[src/rxq_pkg.sv]
/*
 * Constants, field layouts and types for the receive qualifier block.
 * Assumes a 10 MHz system clock and classic Wishbone register access.
 */
package rxq_pkg;
   // Clock and RSSI update timing
   localparam int CLK_KHZ       = 10000;
   localparam int CHAN_BW_KHZ   = 100;
   localparam int RSSI_DIV      = 8;
   localparam int RSSI_BASE_CYC = CLK_KHZ * RSSI_DIV / (2 * CHAN_BW_KHZ);
   localparam int DIV_W         = 12;

   // Register byte offsets
   localparam logic [7:0] OFS_MODEM_CONFIG2 = 8'h00;
   localparam logic [7:0] OFS_GAIN_CTRL0    = 8'h04;
   localparam logic [7:0] OFS_GAIN_CTRL1    = 8'h08;
   localparam logic [7:0] OFS_GAIN_CTRL2    = 8'h0c;
   localparam logic [7:0] OFS_CS_BASE       = 8'h10;
   localparam logic [7:0] OFS_PKT_CTRL1_A   = 8'h14;
   localparam logic [7:0] OFS_PIN_CFG0      = 8'h18;
   localparam logic [7:0] OFS_PIN_CFG1      = 8'h1c;
   localparam logic [7:0] OFS_RADIO_CTRL1   = 8'h20;
   localparam logic [7:0] OFS_COMMAND       = 8'h24;
   localparam logic [7:0] OFS_RSSI          = 8'h28;
   localparam logic [7:0] OFS_PKT_STATE     = 8'h2c;
   localparam logic [7:0] OFS_RADIO_STATE   = 8'h30;

   // Reset values
   localparam logic [2:0] RST_SYNC_MODE = 3'h2;
   localparam logic [7:0] RST_CS_BASE   = 8'hb0;
   localparam logic [5:0] RST_PIN_CFG   = 6'h00;

   // Command register bits
   localparam int CMD_RX    = 0;
   localparam int CMD_TX    = 1;
   localparam int CMD_FSTX  = 2;
   localparam int CMD_IDLE  = 3;

   // Sync requirement codes (low two bits of sync_qualifier_mode)
   localparam logic [1:0] SYNC_NONE = 2'h0;
   localparam logic [1:0] SYNC_15   = 2'h1;
   localparam logic [1:0] SYNC_16   = 2'h2;
   localparam logic [1:0] SYNC_30   = 2'h3;
   localparam int         SYNC_CS_BIT = 2;

   // Clear check modes
   localparam logic [1:0] CCA_ALWAYS = 2'h0;
   localparam logic [1:0] CCA_RSSI   = 2'h1;
   localparam logic [1:0] CCA_NOPKT  = 2'h2;
   localparam logic [1:0] CCA_BOTH   = 2'h3;

   // General output selections
   localparam logic [5:0] GPO_SEL_CCA = 6'h09;
   localparam logic [5:0] GPO_SEL_CS  = 6'h0e;

   // Thresholds in half-dB steps, 10-bit signed arithmetic
   localparam logic signed [9:0] CS_HYST   = 10'sh002;
   localparam logic signed [9:0] REL_6DB   = 10'sh00c;
   localparam logic signed [9:0] REL_10DB  = 10'sh014;
   localparam logic signed [9:0] REL_14DB  = 10'sh01c;

   // Numeric state codes, values arbitrary
   localparam logic [4:0] CODE_IDLE  = 5'h01;
   localparam logic [4:0] CODE_RX    = 5'h02;
   localparam logic [4:0] CODE_TX    = 5'h03;
   localparam logic [4:0] CODE_FSTX  = 5'h04;
   localparam logic [4:0] CODE_UFLOW = 5'h05;

   typedef enum logic [4:0] {
      ST_IDLE  = 5'b00001,
      ST_RX    = 5'b00010,
      ST_TX    = 5'b00100,
      ST_FSTX  = 5'b01000,
      ST_UFLOW = 5'b10000
   } radio_state_t;
endpackage

[src/rx_signal_qualifier.sv]
/*
 * Receive qualifier: sync gating, RSSI readout, carrier sense, TX-if-clear
 * and the radio state register, with a classic Wishbone register slave.
 * Assumes demodulator, front end and packet handler share clk_i.
 */
// The Wishbone register port and the address map were chosen for this implementation.
// Contract
// - With sync required, no FIFO writes or filtering before sync.
// - Low mode bits: none, 15 of 16, 16 of 16, 30 of 32.
// - Top mode bit also demands carrier detect before reception.
// - RSSI readout tracks until sync, then frozen until next RX entry.
// - RSSI is signed two's complement, half dB per step.
// - RSSI updates at twice bandwidth over eight times two^avg length.
// - Append option writes final packet RSSI as first status byte.
// - Absolute carrier detect above threshold, released below with hysteresis.
// - Relative carrier detect on rise or fall by step between samples; here a rise by the step sets it and a fall by the step clears it.
// - Relative step disabled or 6, 10 or 14 dB.
// - Absolute offset shifts threshold by plus or minus 7 dB; the 4-bit signed offset here spans -8 to +7 dB.
// - Carrier detect on general output at select 14 and status bit.
// - Clear-channel indication on general output at select 0x09.
// - Transmit strobes in RX succeed only when channel is clear.
// - A refused transmit strobe is forgotten; host must retry.
// - Clear check: always, RSSI low, no packet, or both.
// - State changes on strobes and on internal events like underflow.
// - Radio state code readable in the radio state register.
`timescale 1ns/1ps
module rx_signal_qualifier import rxq_pkg::*; (
   // Clock and reset
   input  wire logic             clk_i,
   input  wire logic             rst_i,
   // Wishbone slave
   input  wire logic             cyc_i,
   input  wire logic             stb_i,
   input  wire logic             we_i,
   input  wire logic [7:0]       adr_i,
   input  wire logic [3:0]       sel_i,
   input  wire logic [31:0]      dat_i,
   output logic      [31:0]      dat_o,
   output logic                  ack_o,
   // Front end and demodulator
   input  wire logic [7:0]       rssi_raw_i,
   input  wire logic             sync15_i,
   input  wire logic             sync16_i,
   input  wire logic             sync30_i,
   input  wire logic             rx_byte_valid_i,
   input  wire logic [7:0]       rx_byte_i,
   input  wire logic             pkt_end_i,
   // Transmit path events
   input  wire logic             tx_underflow_i,
   input  wire logic             tx_done_i,
   // Receive FIFO write side
   output logic                  fifo_wr_o,
   output logic      [7:0]       fifo_data_o,
   output logic                  filter_en_o,
   // Gain caps and general outputs
   output logic      [2:0]       lna_gain_cap_o,
   output logic      [1:0]       vga_gain_cap_o,
   output logic                  gpo0_o,
   output logic                  gpo1_o
);
   radio_state_t state;
   radio_state_t next_state;
   logic [2:0]   sync_qualifier_mode;
   logic [1:0]   rssi_avg_len;
   logic [3:0]   cs_abs_offset;
   logic [1:0]   cs_rel_step;
   logic [7:0]   cs_base;
   logic         status_append_en;
   logic [5:0]   gpo0_select;
   logic [5:0]   gpo1_select;
   logic [1:0]   clear_check_mode;
   logic         bus_req;
   logic         bus_wr;
   logic [7:0]   reg_adr;
   logic         rx_stb;
   logic         tx_stb;
   logic         fstx_stb;
   logic         idle_stb;
   logic         rx_entry;
   logic         sync_found;
   logic         rssi_hold;
   logic         carrier_detect;
   logic         clear_channel;
   logic         rx_open;
   logic         sync_accept;
   logic         append_now;
   logic         in_rx;
   logic [7:0]   rssi_now;
   logic [7:0]   rssi_prev;
   logic [7:0]   rssi_read;
   logic         rssi_tick;

   function automatic logic sync_hit(input logic [1:0] m, input logic h15,
                                     input logic h16, input logic h30);
      unique case (m)
         SYNC_15: sync_hit = h15 || h16;
         SYNC_16: sync_hit = h16;
         SYNC_30: sync_hit = h30;
         default: sync_hit = 1'b0;
      endcase
   endfunction

   function automatic logic [4:0] state_code(input radio_state_t s);
      unique case (s)
         ST_IDLE:  state_code = CODE_IDLE;
         ST_RX:    state_code = CODE_RX;
         ST_TX:    state_code = CODE_TX;
         ST_FSTX:  state_code = CODE_FSTX;
         ST_UFLOW: state_code = CODE_UFLOW;
         default:  state_code = CODE_IDLE;
      endcase
   endfunction

   // Bus decode: one wait state, ack pulses for one cycle
   assign bus_req = cyc_i && stb_i && !ack_o;
   assign bus_wr  = bus_req && we_i && sel_i[0];
   assign reg_adr = {adr_i[7:2], 2'b00};

   always_ff @(posedge clk_i) begin
      if (rst_i) begin
         ack_o <= 1'b0;
      end else begin
         ack_o <= bus_req;
      end
   end

   always_ff @(posedge clk_i) begin
      if (rst_i) begin
         sync_qualifier_mode <= RST_SYNC_MODE;
         rssi_avg_len        <= '0;
         cs_abs_offset       <= '0;
         cs_rel_step         <= '0;
         lna_gain_cap_o      <= '0;
         vga_gain_cap_o      <= '0;
         cs_base             <= RST_CS_BASE;
         status_append_en    <= 1'b0;
         gpo0_select         <= RST_PIN_CFG;
         gpo1_select         <= RST_PIN_CFG;
         clear_check_mode    <= CCA_ALWAYS;
      end else if (bus_wr) begin
         unique case (reg_adr)
            OFS_MODEM_CONFIG2: sync_qualifier_mode <= dat_i[2:0];
            OFS_GAIN_CTRL0:    rssi_avg_len        <= dat_i[1:0];
            OFS_GAIN_CTRL1: begin
               cs_abs_offset <= dat_i[3:0];
               cs_rel_step   <= dat_i[5:4];
            end
            OFS_GAIN_CTRL2: begin
               lna_gain_cap_o <= dat_i[2:0];
               vga_gain_cap_o <= dat_i[4:3];
            end
            OFS_CS_BASE:       cs_base          <= dat_i[7:0];
            OFS_PKT_CTRL1_A:   status_append_en <= dat_i[0];
            OFS_PIN_CFG0:      gpo0_select      <= dat_i[5:0];
            OFS_PIN_CFG1:      gpo1_select      <= dat_i[5:0];
            OFS_RADIO_CTRL1:   clear_check_mode <= dat_i[1:0];
            default: ;
         endcase
      end
   end

   // Command strobes are one-cycle pulses from a write to the command word
   assign rx_stb   = bus_wr && reg_adr == OFS_COMMAND && dat_i[CMD_RX];
   assign tx_stb   = bus_wr && reg_adr == OFS_COMMAND && dat_i[CMD_TX];
   assign fstx_stb = bus_wr && reg_adr == OFS_COMMAND && dat_i[CMD_FSTX];
   assign idle_stb = bus_wr && reg_adr == OFS_COMMAND && dat_i[CMD_IDLE];

   always_ff @(posedge clk_i) begin
      if (rst_i) begin
         dat_o <= '0;
      end else if (bus_req) begin
         unique case (reg_adr)
            OFS_MODEM_CONFIG2: dat_o <= {29'h0, sync_qualifier_mode};
            OFS_GAIN_CTRL0:    dat_o <= {30'h0, rssi_avg_len};
            OFS_GAIN_CTRL1:    dat_o <= {26'h0, cs_rel_step, cs_abs_offset};
            OFS_GAIN_CTRL2:    dat_o <= {27'h0, vga_gain_cap_o, lna_gain_cap_o};
            OFS_CS_BASE:       dat_o <= {24'h0, cs_base};
            OFS_PKT_CTRL1_A:   dat_o <= {31'h0, status_append_en};
            OFS_PIN_CFG0:      dat_o <= {26'h0, gpo0_select};
            OFS_PIN_CFG1:      dat_o <= {26'h0, gpo1_select};
            OFS_RADIO_CTRL1:   dat_o <= {30'h0, clear_check_mode};
            OFS_RSSI:          dat_o <= {24'h0, rssi_read};
            OFS_PKT_STATE:     dat_o <= {27'h0, gpo1_o, gpo0_o, sync_found,
                                         clear_channel, carrier_detect};
            OFS_RADIO_STATE:   dat_o <= {27'h0, state_code(state)};
            default:           dat_o <= '0;
         endcase
      end
   end

   // Clear channel decision
   always_comb begin
      unique case (clear_check_mode)
         CCA_ALWAYS: clear_channel = 1'b1;
         CCA_RSSI:   clear_channel = !carrier_detect;
         CCA_NOPKT:  clear_channel = !sync_found;
         CCA_BOTH:   clear_channel = !carrier_detect && !sync_found;
      endcase
   end

   // Refused strobes leave no trace, so a refused strobe causes no later transition
   always_comb begin
      next_state = state;
      if (idle_stb) begin
         next_state = ST_IDLE;
      end else if (rx_stb) begin
         next_state = ST_RX;
      end else begin
         unique case (state)
            ST_IDLE: begin
               if (tx_stb) next_state = ST_TX;
               else if (fstx_stb) next_state = ST_FSTX;
            end
            ST_RX: begin
               if (tx_stb && clear_channel) next_state = ST_TX;
               else if (fstx_stb && clear_channel) next_state = ST_FSTX;
            end
            ST_FSTX: begin
               if (tx_stb) next_state = ST_TX;
            end
            ST_TX: begin
               if (tx_underflow_i) next_state = ST_UFLOW;
               else if (tx_done_i) next_state = ST_IDLE;
            end
            ST_UFLOW: ;
         endcase
      end
   end

   always_ff @(posedge clk_i) begin
      if (rst_i) begin
         state <= ST_IDLE;
      end else begin
         state <= next_state;
      end
   end

   assign in_rx    = (state == ST_RX);
   assign rx_entry = rx_stb;

   // Sync search and packet-in-progress flag
   assign sync_accept = in_rx && !sync_found && sync_qualifier_mode[1:0] != SYNC_NONE
                        && sync_hit(sync_qualifier_mode[1:0], sync15_i, sync16_i, sync30_i)
                        && (!sync_qualifier_mode[SYNC_CS_BIT] || carrier_detect);

   always_ff @(posedge clk_i) begin
      if (rst_i || rx_entry || !in_rx || (pkt_end_i && !sync_accept)) begin
         sync_found <= 1'b0;
      end else if (sync_accept) begin
         sync_found <= 1'b1;
      end
   end

   always_ff @(posedge clk_i) begin
      if (rst_i || rx_entry) begin
         rssi_hold <= 1'b0;
      end else if (sync_accept) begin
         rssi_hold <= 1'b1;
      end
   end

   assign rx_open = in_rx && (sync_qualifier_mode[1:0] == SYNC_NONE ?
                    (!sync_qualifier_mode[SYNC_CS_BIT] || carrier_detect)
                    : sync_found);
   assign append_now = in_rx && pkt_end_i && status_append_en && rx_open;

   // Status byte takes priority over a payload byte in the same cycle
   always_ff @(posedge clk_i) begin
      if (rst_i) begin
         fifo_wr_o   <= 1'b0;
         fifo_data_o <= 8'h00;
         filter_en_o <= 1'b0;
      end else begin
         fifo_wr_o   <= append_now || (rx_byte_valid_i && rx_open);
         fifo_data_o <= append_now ? rssi_now : rx_byte_i;
         filter_en_o <= rx_open;
      end
   end

   always_ff @(posedge clk_i) begin
      if (rst_i) begin
         gpo0_o <= 1'b0;
         gpo1_o <= 1'b0;
      end else begin
         gpo0_o <= gpo0_select == GPO_SEL_CS ? carrier_detect :
                   gpo0_select == GPO_SEL_CCA && clear_channel;
         gpo1_o <= gpo1_select == GPO_SEL_CS ? carrier_detect :
                   gpo1_select == GPO_SEL_CCA && clear_channel;
      end
   end

   rssi_capture u_rssi (
      .clk_i       (clk_i),
      .rst_i       (rst_i),
      .rx_active_i (in_rx),
      .avg_len_i   (rssi_avg_len),
      .hold_i      (rssi_hold),
      .rssi_raw_i  (rssi_raw_i),
      .rssi_now_o  (rssi_now),
      .rssi_prev_o (rssi_prev),
      .rssi_read_o (rssi_read),
      .tick_o      (rssi_tick)
   );

   carrier_sense u_cs (
      .clk_i        (clk_i),
      .rst_i        (rst_i),
      .rx_active_i  (in_rx),
      .tick_i       (rssi_tick),
      .rssi_now_i   (rssi_now),
      .rssi_prev_i  (rssi_prev),
      .base_thr_i   (cs_base),
      .abs_offset_i (cs_abs_offset),
      .rel_step_i   (cs_rel_step),
      .cs_o         (carrier_detect)
   );
endmodule // rx_signal_qualifier

[src/rssi_capture.sv]
/*
 * RSSI update divider, live sample, previous sample and frozen readout.
 * Assumes rssi_raw_i comes from same-clock front-end logic.
 */
`timescale 1ns/1ps
module rssi_capture import rxq_pkg::*; (
   // Clock and reset
   input  wire logic             clk_i,
   input  wire logic             rst_i,
   // Control
   input  wire logic             rx_active_i,
   input  wire logic [1:0]       avg_len_i,
   input  wire logic             hold_i,
   // Samples
   input  wire logic [7:0]       rssi_raw_i,
   output logic      [7:0]       rssi_now_o,
   output logic      [7:0]       rssi_prev_o,
   output logic      [7:0]       rssi_read_o,
   output logic                  tick_o
);
   logic [DIV_W-1:0] div_cnt;
   logic [DIV_W-1:0] div_last;

   assign div_last = DIV_W'((RSSI_BASE_CYC << avg_len_i) - 1);
   assign tick_o   = rx_active_i && (div_cnt == div_last);

   always_ff @(posedge clk_i) begin
      if (rst_i || !rx_active_i || tick_o) begin
         div_cnt <= '0;
      end else begin
         div_cnt <= div_cnt + 1'b1;
      end
   end

   always_ff @(posedge clk_i) begin
      if (rst_i) begin
         rssi_now_o  <= 8'h00;
         rssi_prev_o <= 8'h00;
      end else if (tick_o) begin
         rssi_prev_o <= rssi_now_o;
         rssi_now_o  <= rssi_raw_i;
      end
   end

   // Readout stops once sync is seen; live sample keeps feeding carrier sense
   always_ff @(posedge clk_i) begin
      if (rst_i) begin
         rssi_read_o <= 8'h00;
      end else if (tick_o && !hold_i) begin
         rssi_read_o <= rssi_raw_i;
      end
   end
endmodule // rssi_capture

[src/carrier_sense.sv]
/*
 * Absolute and relative carrier sense on each RSSI update.
 * Assumes samples and tick from rssi_capture on the same clock.
 */
`timescale 1ns/1ps
module carrier_sense import rxq_pkg::*; (
   // Clock and reset
   input  wire logic             clk_i,
   input  wire logic             rst_i,
   // Samples
   input  wire logic             rx_active_i,
   input  wire logic             tick_i,
   input  wire logic [7:0]       rssi_now_i,
   input  wire logic [7:0]       rssi_prev_i,
   // Settings
   input  wire logic [7:0]       base_thr_i,
   input  wire logic [3:0]       abs_offset_i,
   input  wire logic [1:0]       rel_step_i,
   // Result
   output logic                  cs_o
);
   logic signed [9:0] thr;
   logic signed [9:0] diff;
   logic signed [9:0] step;
   logic              abs_cs;
   logic              rel_cs;
   logic              fresh;

   function automatic logic signed [9:0] step_of(input logic [1:0] code);
      unique case (code)
         2'h1:    step_of = REL_6DB;
         2'h2:    step_of = REL_10DB;
         2'h3:    step_of = REL_14DB;
         default: step_of = '0;
      endcase
   endfunction

   // Offset in whole dB, so doubled onto the half-dB scale
   assign thr  = 10'($signed(base_thr_i)) + 10'($signed({abs_offset_i, 1'b0}));
   assign diff = 10'($signed(rssi_now_i)) - 10'($signed(rssi_prev_i));
   assign step = step_of(rel_step_i);

   always_ff @(posedge clk_i) begin
      if (rst_i || !rx_active_i) begin
         abs_cs <= 1'b0;
      end else if (fresh) begin
         if (10'($signed(rssi_now_i)) > thr) begin
            abs_cs <= 1'b1;
         end else if (10'($signed(rssi_now_i)) < thr - CS_HYST) begin
            abs_cs <= 1'b0;
         end
      end
   end

   always_ff @(posedge clk_i) begin
      if (rst_i || !rx_active_i || rel_step_i == 2'h0) begin
         rel_cs <= 1'b0;
      end else if (fresh) begin
         if (diff >= step) begin
            rel_cs <= 1'b1;
         end else if (diff <= -step) begin
            rel_cs <= 1'b0;
         end
      end
   end

   // Judge one cycle after the tick, once the new sample has landed
   always_ff @(posedge clk_i) begin
      if (rst_i) begin
         fresh <= 1'b0;
      end else begin
         fresh <= tick_i;
      end
   end

   assign cs_o = abs_cs || rel_cs;
endmodule // carrier_sense

[config.mk]
export PLATFORM = sky130hd
export DESIGN_NAME = rx_signal_qualifier
export DESIGN_NICKNAME = d
export VERILOG_FILES = /design/src/rxq_pkg.sv /design/src/rx_signal_qualifier.sv /design/src/rssi_capture.sv /design/src/carrier_sense.sv
export SDC_FILE = /design/constraint.sdc
export NUM_CORES = 1
export LEC_CHECK = 0
export ABC_AREA = 0
export BUFFER_PORTS_ARGS = -buffer_cell sky130_fd_sc_hd__buf_2
export CORE_ASPECT_RATIO = 0.9
export CORE_MARGIN = 5
export CORE_UTILIZATION = 48
export CTS_BUF_LIST = sky130_fd_sc_hd__clkbuf_4 sky130_fd_sc_hd__clkbuf_8 sky130_fd_sc_hd__clkbuf_16
export CTS_CLUSTER_DIAMETER = 120
export DETAILED_ROUTE_END_ITERATION = 8
export MAX_ROUTING_LAYER = met4
export PLACE_DENSITY = 0.76
export REMOVE_ABC_BUFFERS = 1
export SETUP_SLACK_MARGIN = 0.02
export SYNTH_ARGS = -nofsm -noshare
export SYNTH_HDL_FRONTEND = slang
export SYNTH_HIERARCHICAL = 1
export SYNTH_SLANG_ARGS = --single-unit
[constraint.sdc]
create_clock -name clk_i -period 4.6 [get_ports clk_i]
set_input_delay 0.46 -clock clk_i [delete_from_list [all_inputs] [get_ports clk_i]]
set_output_delay 0.46 -clock clk_i [all_outputs]
set_load 0.02 [all_outputs]
==> results.ini, run 1 <==
[clock_tree]
cts_made_buffers=9
cts_tree=yes
cts_resized=0
cts_setup_buffers=0
cts_hold_buf=0
clockBufferDepth=2
cts.sinks=106
htreeDepth=3
clockRootBuffer=clkbuf_16
insertion_delay_ns=0.36
clkSlewWorstSetupHoldPaths_ns=0.07

[synthesis]
synth_top_area_share_pct=32.1
synth-adder-area-share_pct=9.32
async_reset_ff_share_pct=0
synth_xor_area_share_pct=3.69
synthMuxAreaShare_pct=6.65
synth_area_leaders=dfxtp_1 32%, ha_1 8.7%, a21oi_1 5.5%, mux2i_1 5.5%, nor2_1 4.4%
synth_seq_area_share_pct=32.1
synth_area_per_cell_um2=8.40
synth-simple-area-share_pct=21.0
yosysUniqueCellTypes=80
synth_common_cells=106 x dfxtp_1, 77 x nor2_1, 72 x a21oi_1
netlist_instances=786
synth-seq-cells=106
synth-compound-area-share_pct=19.9
synth-edff-count=0
yosysTopAreaCell=dfxtp_1
yosysMostFrequentCell=dfxtp_1
synth_top_family_by_area=simple AND/OR/NAND/NOR gates
syn_area_um2=6600
ys.flop_type=dfxtp_1
yosys_warnings=6

[global_routing]
grt_use_met1_pct=28.3
grt_overflow_total=0
busiest_layer=met2
grt_usage_pct=20.9
globalRouteMet3Util_pct=4.48
grt_max_degree=50
antenna_found_initial=0
grt_pass1_vias=5393
grtUsageMet2_pct=32.0
grt_pass1_wl_um=27000

[sta]
finalHoldViolCount=0
holdWs_ns=0.310
finalSetupViolCount=0
period_share_pct=68.2
grt_setup_unrepaired=no
max_freq_ghz=0.319
slew_viol_final=0
finalCriticalPeriod_ns=3.14
worst_slew_pin_slew_ns=1.16
skew_ns=0.00774
fin_ws_ns=1.46
finalSetupTns_ns=0
max_slew_margin_pct=22.5

[outcome]
status=finished clean

[setup_path]
worstReg2RegEnd=u_cs/abs_cs$_SDFFE_PP0P_
crit_path_top_delay_cell=fa_1
critPathKind=reg -> reg
cp.arrival_ns=3.38
cpLargestDelayFamily=adder cells
rr_startpoint=cs_base[1]$_SDFFE_PP0P_
crit_path_frequent_cell=ha_1
worstPathRequired_ns=4.84
crit_fanout=4
max_stage_delay_ns=0.45
reg2reg_slack_ns=1.46
cp-start-kind=flop
r2r_cells=13
end_kind=flop
cp_num_buf_inv=1
cp_cell_sequence=ha_1 > fa_1 > xnor2_1 > nand3_1 > nor3_1 > nand2_1 > nor2_1 > xor2_1 > ha_1 > inv_1 > o2111ai_1 > o21ai_0 > o211ai_1

[power_and_ir_drop]
switching_share_pct=27.4
comb_power_share_pct=10.5
p_int_uw=1380
p_leak_uw=0.00277
seq_power_share_pct=49.7
switchingPower_uw=521
power_density_nw_per_um2=263
clkPwrFrac_pct=39.8
vdd_drop_max_mv=0.314

[min_path]
min_to=cs_base[7]$_SDFFE_PP1P_
min_path_type=in -> reg
hold_start=dat_i[7]
holdPathStages=2

[placed_design]
post-place-ws_ns=1.52
dp.cells=989
dp_hpwl_um=12000
place_congestion=0.896
port-buffer-count=68

[die]
die_x_um=134
rows=40
io_pins=122
core_um2=13400
start_util_pct=49.2
die_h_um=121
dieArea_um2=16200

[detailed_routing]
via_count=5905
dr.pass1.iters=8
via_per_inst=5.88
drtIter0Drc=587
wl_per_cell_um=16.7
final_antenna_net_count=0
drc=0
routed_wl_um=16800

[finish]
fin_cells=1005
n_antenna_cell=0
num-nets-final=952
utilization_pct=53.8
final_layout_size_suffix_gt1_share_pct=14.2
area_growth_pct=9.21

[job]
cap_viol_max_count=0

-- routing by layer --
metal / vias to the layer above / wire length, µm / share of wire, %
li1: 2903 / - / -
met1: 2778 / 7870 / 47
met2: 205 / 7600 / 45
met3: 19 / 1140 / 6.7
met4: 0 / 228 / 1.4
met5: - / 0 / 0
-- registers in the layout, summed over array words and instances, names as in the netlist, 4 cells and up --
register / cells
fifo_data_o: 8
dat_o: 8
gpo1_select: 6
gpo0_select: 6
u_rssi/rssi_now_o: 8
state: 5
u_rssi/rssi_prev_o: 8
u_rssi/div_cnt: 12
cs_base: 8
u_rssi/rssi_read_o: 8
cs_abs_offset: 4
-- cells by family (layout without fill, tap and decap cells) --
family	Yosys count	in the layout
adder cells (fa/ha/maj)	48	48
flip-flops	106	106
buffers and inverters	95	123
XOR/XNOR	27	27
multiplexers	42	42
AND/OR/NAND/NOR	257	257
AO/OA/AOI/OAI	210	210
other	1	24
-- power groups by stage --
stage / Combinational [µW] / Clock, µW / Sequential, µW
6_report: 199 / 756 / 943
3_5_place_dp: 196 / 0 / 965
5_1_grt: 217 / 792 / 945
4_1_cts: 197 / 763 / 943
3_3_place_gp: 192 / 0 / 964
2_1_floorplan: 116 / 0 / 967
-- cell type report --
class	instances	area, µm²
inverter	35	131
sequential	106	2120
fill	1246	6200
timing repair buffer	72	370
tap	168	210
clock inverter	6	51.3
multi-input combinational	608	4090
clock buffer	10	233
-- how the worst max path moves through the flow --
stage | startpoint | end | cells after the start
after CTS | u_rssi/rssi_now_o[0]$_SDFFE_PP0P_ | u_cs/rel_cs$_SDFFE_PP0P_ | 15
after floorplan | u_rssi/rssi_now_o[0]$_SDFFE_PP0P_ | u_cs/rel_cs$_SDFFE_PP0P_ | 15
after detailed placement | u_rssi/rssi_now_o[0]$_SDFFE_PP0P_ | u_cs/rel_cs$_SDFFE_PP0P_ | 15
after global routing | cs_base[1]$_SDFFE_PP0P_ | u_cs/abs_cs$_SDFFE_PP0P_ | 13
final | cs_base[1]$_SDFFE_PP0P_ | u_cs/abs_cs$_SDFFE_PP0P_ | 13
after global placement | u_rssi/rssi_now_o[0]$_SDFFE_PP0P_ | u_cs/rel_cs$_SDFFE_PP0P_ | 15
-- through the flow --
step | total power [µW] | instance area (µm²)
2_1_floorplan | 1080 | 6340
3_3_place_gp | 1160 | 6930
3_5_place_dp | 1160 | 6930
4_1_cts | 1900 | 7210
5_1_grt | 1950 | 7210
6_report | 1900 | 7210
-- placed cells by master (no fill, tap or decap), types with 8 or more instances in the layout --
cell type	count
xor2_1	12
nor2_1	77
dfxtp_1	106
inv_1	35
nor3_1	18
o21ai_0	40
nand3_1	29
nor2b_1	13
mux2i_1	36
clkbuf_16	9
and3_1	8
o21ai_1	21
nand4_1	23
a21oi_1	72
buf_2	68
ha_1	46
a22oi_1	8
xnor2_1	14
conb_1	24
nand2_1	44
No activity file was read; power rests on OpenSTA's default activity.
==> run 2, diff against run 1 <==
==> constraint.sdc (replaced) <==
create_clock -name clk_i -period 3.3 [get_ports clk_i]
set_input_delay 0.33 -clock clk_i [delete_from_list [all_inputs] [get_ports clk_i]]
set_output_delay 0.33 -clock clk_i [all_outputs]
set_load 0.02 [all_outputs]
==> results.ini, run 2 (same netlist as run 1, synthesis figures left out) <==
[global_routing]
grt_max_degree=43  ; -14%
grt_usage_pct=21.4  ; +0.51 points
grt_pass1_wl_um=27600  ; +2.2%
grt_overflow_total=0  ; unchanged
grt_pass1_vias=5547  ; +2.9%
antenna_found_initial=0  ; unchanged

[die]
die_h_um=121  ; unchanged
dieArea_um2=16200  ; unchanged
die_x_um=134  ; unchanged
core_um2=13400  ; unchanged
rows=40  ; unchanged
io_pins=122  ; unchanged
start_util_pct=49.2  ; unchanged

[detailed_routing]
dr.pass1.iters=5  ; -3
via_per_inst=5.80  ; -1.3%
routed_wl_um=17000  ; +1.1%
via_count=5882  ; -0.39%
drc=0  ; unchanged
wl_per_cell_um=16.8  ; +0.15%
drtIter0Drc=570  ; -2.9%
final_antenna_net_count=0  ; unchanged

[setup_path]
critPathKind=reg -> reg
cp.arrival_ns=3.27  ; -0.11 ns
cp-start-kind=flop
crit_fanout=7  ; +3
end_kind=flop
worstPathRequired_ns=3.53  ; -1.31 ns
reg2reg_slack_ns=0.26  ; -1.20 ns

[placed_design]
dp_hpwl_um=12400  ; +3.5%
post-place-ws_ns=0.156  ; -1.37 ns
place_congestion=0.889  ; -0.78%
port-buffer-count=68  ; unchanged

[sta]
finalCriticalPeriod_ns=3.04  ; -0.0968 ns
finalHoldViolCount=0  ; unchanged
period_share_pct=92.1  ; +24 points
max_freq_ghz=0.329  ; +3.2%
skew_ns=0.0114  ; +0.00369 ns
worst_slew_pin_slew_ns=1.21  ; +0.0540 ns
fin_ws_ns=0.260  ; -1.20 ns
finalSetupViolCount=0  ; unchanged
grt_setup_unrepaired=no
slew_viol_final=0  ; unchanged
max_slew_margin_pct=18.9  ; -3.6 points
finalSetupTns_ns=0  ; unchanged

[job]
cap_viol_max_count=0  ; unchanged

[clock_tree]
cts_tree=yes
cts_resized=0  ; unchanged
clkSlewWorstSetupHoldPaths_ns=0.08  ; about the same
cts_hold_buf=0  ; unchanged
insertion_delay_ns=0.36  ; about the same
cts_made_buffers=9  ; unchanged
clockRootBuffer=clkbuf_16
cts_setup_buffers=0  ; unchanged
clockBufferDepth=2  ; unchanged
htreeDepth=3  ; unchanged
cts.sinks=106  ; unchanged

[finish]
layout_commonest_cell=dfxtp_1
num-nets-final=961  ; +0.95%
regMostFlops=u_rssi/div_cnt
largest_reg_flops=12  ; unchanged
n_antenna_cell=0  ; unchanged
area_growth_pct=11.1
layout_common_cells=106 x dfxtp_1, 77 x nor2_1, 70 x a21oi_1, 68 x buf_2, 46 x ha_1
n_fill_cell=1243  ; -0.24%
final_layout_size_suffix_gt1_share_pct=16.0  ; +1.7 points
utilization_pct=54.7  ; +0.91 points

[min_path]
min_path_type=in -> reg

[power_and_ir_drop]
p_leak_uw=0.00283  ; +2.4%
power_density_nw_per_um2=372  ; +41%
vdd_drop_max_mv=0.339  ; +7.7%

[outcome]
status=finished clean

[run 2: cell count changes in the layout (fill, tap and decap cells not counted), sizes merged]
cell,before,now
clkbuf,10,11
inv,36,37
clkinvlp,3,1
bufinv,0,1
clkinv,2,1
buf,72,81
[run 2: report_power, final]
part	switching (µW)	leakage, µW	internal [µW]	total, µW
registers	19.7	0.000856	1300	1320
clock network	507	0.000150	623	1130
logic	180	0.00183	100	280
total	707	0.00283	2020	2730
[run 2: cell type report]
class	count	area [µm²]	share of cell area, %
Inverter	35	131	1.79
Multi-Input combinational cell	608	4130	56.3
Clock buffer	11	246	3.36
Timing Repair Buffer	81	438	5.97
Tap cell	168	210	2.87
Clock inverter	5	60.1	0.819
Sequential cell	106	2120	28.9
[run 2: stage by stage]
| stage | total power, µW | instances | cell area, µm² | hold slack [ns] |
|---|---|---|---|---|
| after floorplan | 1510 | 749 | 6340 | 0.399 |
| after global placement | 1620 | 998 | 7000 | 0.441 |
| after detailed placement | 1620 | 998 | 7000 | 0.444 |
| after CTS | 2740 | 1014 | 7300 | 0.191 |
| after global routing | 2820 | 1014 | 7330 | 0.210 |
| final | 2730 | 1014 | 7330 | 0.196 |
[run 2: path summary, 6_finish.rpt]
check	start	to	cells past startpoint
worst min-delay path	dat_i[7]	cs_base[7]$_SDFFE_PP1P_	2
worst min register to register	dat_o[0]$_SDFFE_PP0N_	dat_o[0]$_SDFFE_PP0N_	2
worst max register to register	cs_base[1]$_SDFFE_PP0P_	u_cs/abs_cs$_SDFFE_PP0P_	13
worst max-delay path	cs_base[1]$_SDFFE_PP0P_	u_cs/abs_cs$_SDFFE_PP0P_	13
[run 2: worst max-delay path, cell delays in order (launching register included)]
cell and delay, ns:
dfxtp_1 0.33, ha_1 0.25, fa_2 0.41, a211oi_1 0.24
o21bai_1 0.13, a21oi_1 0.20, xnor2_1 0.31, nor2_1 0.12
xor2_1 0.16, ha_1 0.31, inv_1 0.06, o2111ai_1 0.11
o21ai_0 0.19, o211ai_1 0.10
[run 2: layer usage]
metal / wire (µm) / share of wire [%] / global-route usage (%) / up-vias
li1: - / - / - / 2928
met1: 8030 / 47 / 29.2 / 2731
met2: 7700 / 45 / 32.8 / 205
met3: 1070 / 6.3 / 4.23 / 18
met4: 206 / 1.2 / 5.59 / 0
met5: 0 / 0 / - / -
